===== config.mk =====
export PLATFORM = sky130hd
export DESIGN_NAME = port_mib_statistics_counters
export DESIGN_NICKNAME = d
export VERILOG_FILES = /design/src/mib_pkg.sv /design/src/port_mib_statistics_counters.sv /design/src/event_counter.sv
export SDC_FILE = /design/constraint.sdc
export NUM_CORES = 1
export LEC_CHECK = 0
export ABC_AREA = 1
export BUFFER_PORTS_ARGS = -buffer_cell sky130_fd_sc_hd__buf_2
export CORE_AREA = 2 2 320 322
export DETAILED_ROUTE_END_ITERATION = 6
export DIE_AREA = 0 0 322 324
export GPL_ROUTABILITY_DRIVEN = 1
export REMOVE_ABC_BUFFERS = 1
export SETUP_SLACK_MARGIN = 0.05
export SYNTH_ARGS = -nofsm -noshare
export SYNTH_HDL_FRONTEND = slang
export SYNTH_SLANG_ARGS = --single-unit

===== constraint.sdc =====
create_clock -name mclk -period 3.9 [get_ports mclk]
set_input_delay 0 -clock mclk [delete_from_list [all_inputs] [get_ports mclk]]
set_output_delay 0 -clock mclk [all_outputs]
set_load 0.05 [all_outputs]

===== src/mib_pkg.sv =====
/*
 * Shared constants for the per-port statistics counter block.
 * Assumes a single core clock; no software register map.
 */
package mib_pkg;
    localparam int CNT_W = 32;
    localparam int OCT_W = 64;
    localparam int LEN_W = 16;
    localparam int BYTES_W = 14;
    localparam int NUM_COS = 6;
    localparam int COS_W = 3;
    localparam logic [LEN_W-1:0] LEN_MIN_DATA = 16'h002E;
    localparam logic [LEN_W-1:0] LEN_MAX_DATA = 16'h05DC;
    localparam logic [LEN_W-1:0] TYPE_FIRST = 16'h0600;
    localparam logic [CNT_W-1:0] CNT_RESET = 32'h0000_0000;
    localparam logic [OCT_W-1:0] OCT_RESET = 64'h0000_0000_0000_0000;
    localparam logic [COS_W-1:0] COS_LAST = 3'h5;
    localparam int LATE_BITS = 512;
endpackage : mib_pkg


===== src/port_mib_statistics_counters.sv =====
/*
 * Per-port receive tail and transmit statistics counters.
 * Assumes one-cycle event pulses from the port MAC and forwarding
 * logic on mclk, with frame qualifiers valid alongside each pulse.
 */
`timescale 1ns/1ps
module port_mib_statistics_counters
    import mib_pkg::*;
#(
    parameter int NCOS = mib_pkg::NUM_COS
) (
    // Clock and reset
    input wire logic mclk,
    input wire logic nrst,
    // Receive carrier events
    input wire logic rx_carrier_end,
    input wire logic rx_symbol_err,
    input wire logic rx_collision,
    input wire logic rx_valid_length,
    // Receive frame end and qualifiers
    input wire logic rx_frame_end,
    input wire logic rx_crc_good,
    input wire logic [mib_pkg::LEN_W-1:0] rx_len_type,
    input wire logic [mib_pkg::LEN_W-1:0] rx_data_octets,
    // Forwarding results
    input wire logic fwd_discard,
    input wire logic fwd_queue_full,
    // Transmit frame end and qualifiers
    input wire logic tx_frame_end,
    input wire logic tx_good,
    input wire logic [mib_pkg::BYTES_W-1:0] tx_bytes,
    input wire logic tx_bcast,
    input wire logic tx_mcast,
    input wire logic [4:0] tx_attempt_collisions,
    input wire logic tx_deferred,
    input wire logic [mib_pkg::COS_W-1:0] tx_cos,
    // Transmit events
    input wire logic tx_collision,
    input wire logic [15:0] tx_bit_time,
    input wire logic tx_underflow,
    input wire logic tx_internal_err,
    input wire logic tx_pause_event,
    // Mode
    input wire logic half_duplex,
    input wire logic qos_enable,
    input wire logic [mib_pkg::NUM_COS-1:0] cos_select,
    // Counter values
    output logic [mib_pkg::CNT_W-1:0] rx_bad_symbol_count,
    output logic [mib_pkg::CNT_W-1:0] rx_forward_discard_count,
    output logic [mib_pkg::CNT_W-1:0] rx_length_mismatch_count,
    output logic [mib_pkg::CNT_W-1:0] rx_length_field_invalid_count,
    output logic [mib_pkg::CNT_W-1:0] tx_dropped_frame_count,
    output logic [mib_pkg::OCT_W-1:0] tx_good_byte_total,
    output logic [mib_pkg::CNT_W-1:0] tx_bcast_frame_count,
    output logic [mib_pkg::CNT_W-1:0] tx_mcast_frame_count,
    output logic [mib_pkg::CNT_W-1:0] tx_collision_total,
    output logic [mib_pkg::CNT_W-1:0] tx_ucast_frame_count,
    output logic [mib_pkg::CNT_W-1:0] tx_one_collision_count,
    output logic [mib_pkg::CNT_W-1:0] tx_many_collision_count,
    output logic [mib_pkg::CNT_W-1:0] tx_deferral_count,
    output logic [mib_pkg::CNT_W-1:0] tx_late_hit_count,
    output logic [mib_pkg::CNT_W-1:0] tx_flow_stop_count,
    output logic [mib_pkg::CNT_W-1:0] queue_full_discard_count,
    output logic [mib_pkg::CNT_W*mib_pkg::NUM_COS-1:0] tx_class_frame_count
);
    import mib_pkg::*;

    localparam int NSC = 15;
    localparam logic [CNT_W-1:0] ONE = 32'h0000_0001;

    // Carrier-event symbol error tracking state
    logic sym_seen_reg;
    logic sym_seen_next;
    logic col_seen_reg;
    logic col_seen_next;

    // Event strobes into counters
    logic [NSC-1:0] inc;
    logic [CNT_W-1:0] cnt [NSC];
    logic late_col;
    logic in_range_err;
    logic out_range_err;
    logic tx_ok;
    logic [NCOS-1:0] cos_inc;

    // Length mismatch test on a good-CRC frame
    function automatic logic len_mismatch(input logic [LEN_W-1:0] lt,
                                          input logic [LEN_W-1:0] got);
        logic r;
        r = 1'b0;
        if (lt >= LEN_MIN_DATA && lt <= LEN_MAX_DATA && lt != got) begin
            r = 1'b1;
        end else if (lt < LEN_MIN_DATA && got > LEN_MIN_DATA) begin
            r = 1'b1;
        end
        return r;
    endfunction : len_mismatch

    // Remember symbol error and collision within one carrier event
    always_comb begin
        sym_seen_next = sym_seen_reg | rx_symbol_err;
        col_seen_next = col_seen_reg | rx_collision;
        if (rx_carrier_end) begin
            sym_seen_next = 1'b0;
            col_seen_next = 1'b0;
        end
    end

    // Register carrier-event flags, cleared at reset
    always_ff @(posedge mclk or negedge nrst) begin
        if (!nrst) begin
            sym_seen_reg <= 1'b0;
            col_seen_reg <= 1'b0;
        end else begin
            sym_seen_reg <= sym_seen_next;
            col_seen_reg <= col_seen_next;
        end
    end

    // Frame classification
    assign in_range_err = rx_frame_end && rx_crc_good
        && len_mismatch(rx_len_type, rx_data_octets);
    assign out_range_err = rx_frame_end && rx_crc_good
        && rx_len_type > LEN_MAX_DATA && rx_len_type < TYPE_FIRST;
    assign late_col = tx_collision && (tx_bit_time >= 16'(LATE_BITS));
    assign tx_ok = tx_frame_end && tx_good;

    // Increment strobes, one per counter
    assign inc[0] = rx_carrier_end && rx_valid_length
        && (sym_seen_reg || rx_symbol_err)
        && !(col_seen_reg || rx_collision);
    assign inc[1] = fwd_discard;
    assign inc[2] = in_range_err;
    assign inc[3] = out_range_err;
    assign inc[4] = tx_underflow || (tx_internal_err && !late_col);
    assign inc[5] = tx_ok && tx_bcast;
    assign inc[6] = tx_ok && tx_mcast && !tx_bcast;
    assign inc[7] = tx_collision;
    assign inc[8] = tx_ok && !tx_mcast && !tx_bcast;
    assign inc[9] = tx_ok && tx_attempt_collisions == 5'h01;
    assign inc[10] = tx_ok && tx_attempt_collisions > 5'h01;
    assign inc[11] = tx_frame_end && tx_deferred && half_duplex;
    assign inc[12] = late_col;
    assign inc[13] = tx_pause_event;
    assign inc[14] = fwd_queue_full;

    // Plain event counters
    for (genvar i = 0; i < NSC; i++) begin : g_cnt
        event_counter #(.W(CNT_W)) u_cnt (
            .mclk(mclk),
            .nrst(nrst),
            .inc(inc[i]),
            .amount(ONE),
            .count(cnt[i])
        );
    end

    // Good transmit byte total, FCS included by the MAC's byte count
    event_counter #(.W(OCT_W)) u_octets (
        .mclk(mclk),
        .nrst(nrst),
        .inc(tx_ok),
        .amount({{(OCT_W-BYTES_W){1'b0}}, tx_bytes}),
        .count(tx_good_byte_total)
    );

    // Per class-of-service good frame counts
    for (genvar c = 0; c < NCOS; c++) begin : g_cos
        assign cos_inc[c] = tx_ok && qos_enable && cos_select[c]
            && tx_cos == COS_W'(c);
        event_counter #(.W(CNT_W)) u_cos (
            .mclk(mclk),
            .nrst(nrst),
            .inc(cos_inc[c]),
            .amount(ONE),
            .count(tx_class_frame_count[c*CNT_W +: CNT_W])
        );
    end

    // Counter outputs, plain register reads
    assign rx_bad_symbol_count = cnt[0];
    assign rx_forward_discard_count = cnt[1];
    assign rx_length_mismatch_count = cnt[2];
    assign rx_length_field_invalid_count = cnt[3];
    assign tx_dropped_frame_count = cnt[4];
    assign tx_bcast_frame_count = cnt[5];
    assign tx_mcast_frame_count = cnt[6];
    assign tx_collision_total = cnt[7];
    assign tx_ucast_frame_count = cnt[8];
    assign tx_one_collision_count = cnt[9];
    assign tx_many_collision_count = cnt[10];
    assign tx_deferral_count = cnt[11];
    assign tx_late_hit_count = cnt[12];
    assign tx_flow_stop_count = cnt[13];
    assign queue_full_discard_count = cnt[14];

    // Checks
    AST_SYMBOL: assert property (@(posedge mclk) disable iff (!nrst)
        rx_carrier_end && rx_collision |=> $stable(rx_bad_symbol_count))
        else $error("symbol count rose on collision event");
    AST_DISCARD: assert property (@(posedge mclk) disable iff (!nrst)
        fwd_discard |=> rx_forward_discard_count == $past(rx_forward_discard_count) + ONE)
        else $error("discard count missed");
    AST_INRANGE: assert property (@(posedge mclk) disable iff (!nrst)
        rx_frame_end && !rx_crc_good |=> $stable(rx_length_mismatch_count))
        else $error("length mismatch counted on bad crc");
    AST_OUTRANGE: assert property (@(posedge mclk) disable iff (!nrst)
        rx_frame_end && rx_crc_good && rx_len_type == 16'h05DD
        |=> rx_length_field_invalid_count == $past(rx_length_field_invalid_count) + ONE)
        else $error("out of range length missed");
    AST_DROP: assert property (@(posedge mclk) disable iff (!nrst)
        tx_underflow |=> tx_dropped_frame_count != $past(tx_dropped_frame_count))
        else $error("drop missed");
    AST_OCTETS: assert property (@(posedge mclk) disable iff (!nrst)
        tx_ok |=> tx_good_byte_total
            == $past(tx_good_byte_total) + {{(OCT_W-BYTES_W){1'b0}}, $past(tx_bytes)})
        else $error("byte total wrong");
    AST_BCAST: assert property (@(posedge mclk) disable iff (!nrst)
        tx_frame_end && !tx_good |=> $stable(tx_bcast_frame_count))
        else $error("errored broadcast counted");
    AST_LATE: assert property (@(posedge mclk) disable iff (!nrst)
        tx_collision && tx_bit_time < 16'h0200 |=> $stable(tx_late_hit_count))
        else $error("early collision counted late");
    AST_DEFER: assert property (@(posedge mclk) disable iff (!nrst)
        !half_duplex |=> $stable(tx_deferral_count))
        else $error("deferral counted in full duplex");
    AST_RESET: assert property (@(posedge mclk)
        $rose(nrst) |-> tx_collision_total == CNT_RESET)
        else $error("counter not zero after reset");
    COV_LATE: cover property (@(posedge mclk) disable iff (!nrst) late_col);
    COV_SYM: cover property (@(posedge mclk) disable iff (!nrst) inc[0]);
    COV_COS5: cover property (@(posedge mclk) disable iff (!nrst) cos_inc[NCOS-1]);
    COV_DEFER: cover property (@(posedge mclk) disable iff (!nrst) inc[11]);
    COV_MANY: cover property (@(posedge mclk) disable iff (!nrst) inc[10]);

    // Further rule checks, one cycle after each event
    AST_SYMBOL_ONCE: assert property (@(posedge mclk) disable iff (!nrst)
        rx_carrier_end && rx_valid_length && rx_symbol_err && !rx_collision && !col_seen_reg
        |=> rx_bad_symbol_count == $past(rx_bad_symbol_count) + ONE)
        else $error("symbol error event missed");
    AST_INRANGE_HIT: assert property (@(posedge mclk) disable iff (!nrst)
        rx_frame_end && rx_crc_good && rx_len_type >= LEN_MIN_DATA
        && rx_len_type <= LEN_MAX_DATA && rx_len_type != rx_data_octets
        |=> rx_length_mismatch_count == $past(rx_length_mismatch_count) + ONE)
        else $error("length mismatch missed");
    AST_TYPE_FIELD: assert property (@(posedge mclk) disable iff (!nrst)
        rx_frame_end && rx_len_type >= TYPE_FIRST |=> $stable(rx_length_field_invalid_count))
        else $error("type value counted as length error");
    AST_DROP_LATE: assert property (@(posedge mclk) disable iff (!nrst)
        tx_internal_err && !tx_underflow && tx_collision && tx_bit_time >= 16'(LATE_BITS)
        |=> $stable(tx_dropped_frame_count))
        else $error("late collision counted as drop");
    AST_MCAST: assert property (@(posedge mclk) disable iff (!nrst)
        tx_frame_end && tx_good && tx_mcast && !tx_bcast
        |=> tx_mcast_frame_count == $past(tx_mcast_frame_count) + ONE)
        else $error("multicast frame missed");
    AST_MCAST_EXCL: assert property (@(posedge mclk) disable iff (!nrst)
        tx_frame_end && (tx_bcast || !tx_good) |=> $stable(tx_mcast_frame_count))
        else $error("broadcast or errored frame counted as multicast");
    AST_COLL: assert property (@(posedge mclk) disable iff (!nrst)
        tx_collision |=> tx_collision_total == $past(tx_collision_total) + ONE)
        else $error("collision missed");
    AST_UCAST: assert property (@(posedge mclk) disable iff (!nrst)
        tx_frame_end && (tx_bcast || tx_mcast) |=> $stable(tx_ucast_frame_count))
        else $error("group frame counted as unicast");
    AST_ONE_COLL: assert property (@(posedge mclk) disable iff (!nrst)
        tx_frame_end && tx_good && tx_attempt_collisions == 5'h01
        |=> tx_one_collision_count == $past(tx_one_collision_count) + ONE)
        else $error("single collision frame missed");
    AST_MANY_COLL: assert property (@(posedge mclk) disable iff (!nrst)
        tx_frame_end && tx_attempt_collisions < 5'h02 |=> $stable(tx_many_collision_count))
        else $error("multiple collision counted too early");
    AST_LATE_HIT: assert property (@(posedge mclk) disable iff (!nrst)
        tx_collision && tx_bit_time >= 16'(LATE_BITS)
        |=> tx_late_hit_count == $past(tx_late_hit_count) + ONE)
        else $error("late collision missed");
    AST_PAUSE: assert property (@(posedge mclk) disable iff (!nrst)
        tx_pause_event |=> tx_flow_stop_count == $past(tx_flow_stop_count) + ONE)
        else $error("pause event missed");
    AST_QFULL: assert property (@(posedge mclk) disable iff (!nrst)
        fwd_queue_full |=> queue_full_discard_count == $past(queue_full_discard_count) + ONE)
        else $error("queue full discard missed");
    AST_COS_OFF: assert property (@(posedge mclk) disable iff (!nrst)
        !qos_enable |=> $stable(tx_class_frame_count))
        else $error("class count moved with qos off");
    AST_COS_HIT: assert property (@(posedge mclk) disable iff (!nrst)
        tx_frame_end && tx_good && qos_enable && cos_select[0] && tx_cos == '0
        |=> tx_class_frame_count[CNT_W-1:0] == $past(tx_class_frame_count[CNT_W-1:0]) + ONE)
        else $error("class zero frame missed");
endmodule : port_mib_statistics_counters


===== src/event_counter.sv =====
/*
 * One wrapping statistics counter with increment and add amount.
 * Assumes increment inputs come from logic on the same clock.
 */
`timescale 1ns/1ps
module event_counter #(
    parameter int W = 32
) (
    // Clock and reset
    input wire logic mclk,
    input wire logic nrst,
    // Event
    input wire logic inc,
    input wire logic [W-1:0] amount,
    // Value
    output logic [W-1:0] count
);
    logic [W-1:0] count_reg;
    logic [W-1:0] count_next;

    // Add amount on event, wrap modulo width
    always_comb begin
        count_next = count_reg;
        if (inc) begin
            count_next = count_reg + amount;
        end
    end

    // Register, cleared at reset
    always_ff @(posedge mclk or negedge nrst) begin
        if (!nrst) begin
            count_reg <= '0;
        end else begin
            count_reg <= count_next;
        end
    end

    // Counter value out, straight from the register
    assign count = count_reg;
endmodule : event_counter


==> results.cfg <==
[status]
outcome = complete, but fails checks
failed_checks = negative hold slack

[yosys]
post_synth_num_cell_types = 45
postSynthCellCount = 5852
synth.avg_cell_area_um2 = 7.336
synth_edf_count = 0
async_flop_share_pct = 100.0
ys_seq_area_share_pct = 43.02
yosys.cell_count.top_type = nand2_1
syn_area_mm2 = 0.04293
ys_warn_count = 0
yosysTopAreaCell = dfrtp_1
synth_flop_cell = dfrtp_1
synth_area_leaders = dfrtp_1 (43%), nand2_1 (17%), xor2_1 (8.5%)
yosysTopAreaCellShare_pct = 43.02
synth_seq_cells = 738
synth_common_cells = nand2_1 (1908), nor2_1 (758), dfrtp_1 (738)

[sta]
max_freq_mhz = 278.6
rsz0062_at_grt = false
setup-tns-final_ps = 0
report.final.slew_viol_count = 0
hold_slack_ps = -19.18
max-slew-margin-rel_pct = 43.33
min_period_over_period_pct = 92.03
setup_ws_ps = 310.7
fin_crit_ps = 3589
tightest_slew_ps = 842.3
hold_viol_final = 6
skew_ps = 31.79
setup_viol = 0

[finish]
syn_to_final_growth_pct = 22.03
drive_gt1_share_pct = 15.50
final_cell_area_mm2 = 0.05239
fin_cells = 8167
largest_reg_flops = 480
fin_util_pct = 51.87
nets = 6920

[detailed_routing]
via_per_inst = 5.007
met2_length_mm = 66.01
firstDrtPassIters = 5
drt-met1-wl_mm = 59.00
wl_mm = 145.5
wire_per_inst_um = 17.82
drc = 0
first_iter_violations = 2809
dr.max_layer_used = met5
num_vias = 40890
wl_met3_mm = 12.58
antenna_left = 0

[setup_path]
arrival_ps = 4180
worstSetupPathType = in2reg
start_kind = primary input
max_stage_delay_ps = 580
cpMostUsedCell = dlygate4sd3_1
critPathBufInv = 7
required_ps = 4490
crit_family = buffers and inverters
slowest_stage = dlygate4sd3_1
crit_path_max_fanout = 4
worstPathCellList = dlygate4sd3_1 > buf_2 > nor2_1 > dlygate4sd3_1 > nand4_1 > dlygate4sd3_1 > nor2_1 > dlygate4sd3_1 > nand2_1 > dlygate4sd3_1 > nand2_1 > nand3_1 > dlygate4sd3_1 > nand2_1
crit_path_end_kind = flip-flop

[floorplan]
dieArea_mm2 = 0.1043
coreArea_mm2 = 0.1010
die_h_um = 324
die_x_um = 322
io-pin-count = 833
initial_utilization_pct = 42.50
rows = 117

[placement]
place_area_mm2 = 0.04877
io_buffers = 823
dp_hpwl_mm = 115.4
place_inst = 7954
gp_congestion = 0.9549
place_ws_ps = 1082

[clocking]
h-tree-depth = 3
cts-root-buf = clkbuf_16
numClockSinks = 738
clockBufferDepth = 3
path_clk_slew_ps = 60
insertion_delay_ps = 670
tritoncts = yes
cts_buffers = 89

[global_routing]
gr-total-overflow = 0
grt_pass1_vias = 38920
grt_max_degree = 95
grt_antenna_before_repair = 2
grt_use_total_pct = 27.33
grt_pass1_wl_mm = 223.1

[job]
maxCapViolations = 0

[pwr]
ir_drop_mv = 0.4487
power_density_mw_per_mm2 = 476.7
power.static_leakage_nw = 26.42
power_mw = 24.97

[hold_path]
hold_class = in2reg
-- kinds of logic after synthesis --
logic type / Yosys count / synth area share [%]
adder cells (fa/ha/maj): 36 / 1.067
multiplexers: 1 / 0.02623
AO/OA/AOI/OAI: 194 / 2.314
buffers and inverters: 757 / 6.712
AND/OR/NAND/NOR: 3528 / 34.66
flip-flops: 738 / 43.02
XOR/XNOR: 598 / 12.20
-- placed cells by master, fill, tap and decap left out, types with 3 or more instances in the layout --
cell and n:
and3_1 8, buf_12 8, inv_1 682, o21ai_0 164
nor3_2 16, buf_4 25, ha_1 35, nor4_1 16
clkbuf_16 90, or2_2 3, nand3b_1 40, clkinv_2 15
nand3_1 282, dfrtp_1 738, nand3_2 4, nor3b_1 8
nor3_1 285, nor2_4 3, inv_2 8, xor2_1 415
buf_2 822, nor2_2 15, nand2_2 8, nor2_1 757
nand2_1 1906, a21boi_0 4, bufinv_16 13, clkbuf_1 19
a31oi_1 3, dlygate4sd3_1 51, clkinv_1 3, a21oi_1 19
clkbuf_8 18, nand4_1 169, inv_6 3, xnor2_1 183
-- repair_timing --
action,CTS,global route
endpoints found under the hold margin,440,0
hold buffers,51,0
gates resized for setup,0,2
buffers inserted,0,0
endpoints found under the setup margin,0,28
-- worst register-to-register path, cell delays in order, from the launching register on --
cell     delay [ps]
dfrtp_1         360
nor2_1          120
nand3_1         500
inv_1           580
nand2_1         150
nor2_1          300
nand4_1         150
xor2_1          160
-- power breakdown --
| part | internal [mW] | switching [mW] |
|---|---|---|
| logic | 1.52 | 5.11 |
| registers | 8.40 | 1.04 |
| clock network | 5.44 | 3.46 |
-- cell type report --
| cell class | instances | area [um2] |
|---|---|---|
| Antenna cell | 1 | 2.502 |
| Clock buffer | 127 | 2571 |
| Clock inverter | 34 | 528.0 |
| Fill cell | 10070 | 48620 |
| Inverter | 694 | 2606 |
| Multi-Input combinational cell | 4357 | 21590 |
| Sequential cell | 738 | 18470 |
| Tap cell | 1309 | 1638 |
| Timing Repair Buffer | 907 | 4987 |
-- routing by layer --
| layer | GRT usage [%] | vias to the layer above |
|---|---|---|
| li1 | - | 20250 |
| met1 | 33.26 | 19110 |
| met2 | 43.74 | 1212 |
| met3 | 8.429 | 318 |
| met4 | 13.94 | 2 |
| met5 | 0 | - |
-- final timing paths --
path                       cells after the start                      from  slack (ps)                  endpoint
min in group asynchronous                      3                      nrst         510  g_cnt[6].u_cnt.count[26]
max in group asynchronous                      4                      nrst        2220  g_cnt[6].u_cnt.count[16]
max reg2reg                                    7              col_seen_reg        1480  g_cnt[0].u_cnt.count[13]
min                                            4              tx_underflow         -20   g_cnt[4].u_cnt.count[0]
min reg2reg                                    1  g_cnt[5].u_cnt.count[31]         470  g_cnt[5].u_cnt.count[31]
max                                           14            rx_len_type[9]         310   g_cnt[2].u_cnt.count[2]
(Power assumes the default switching activity.)
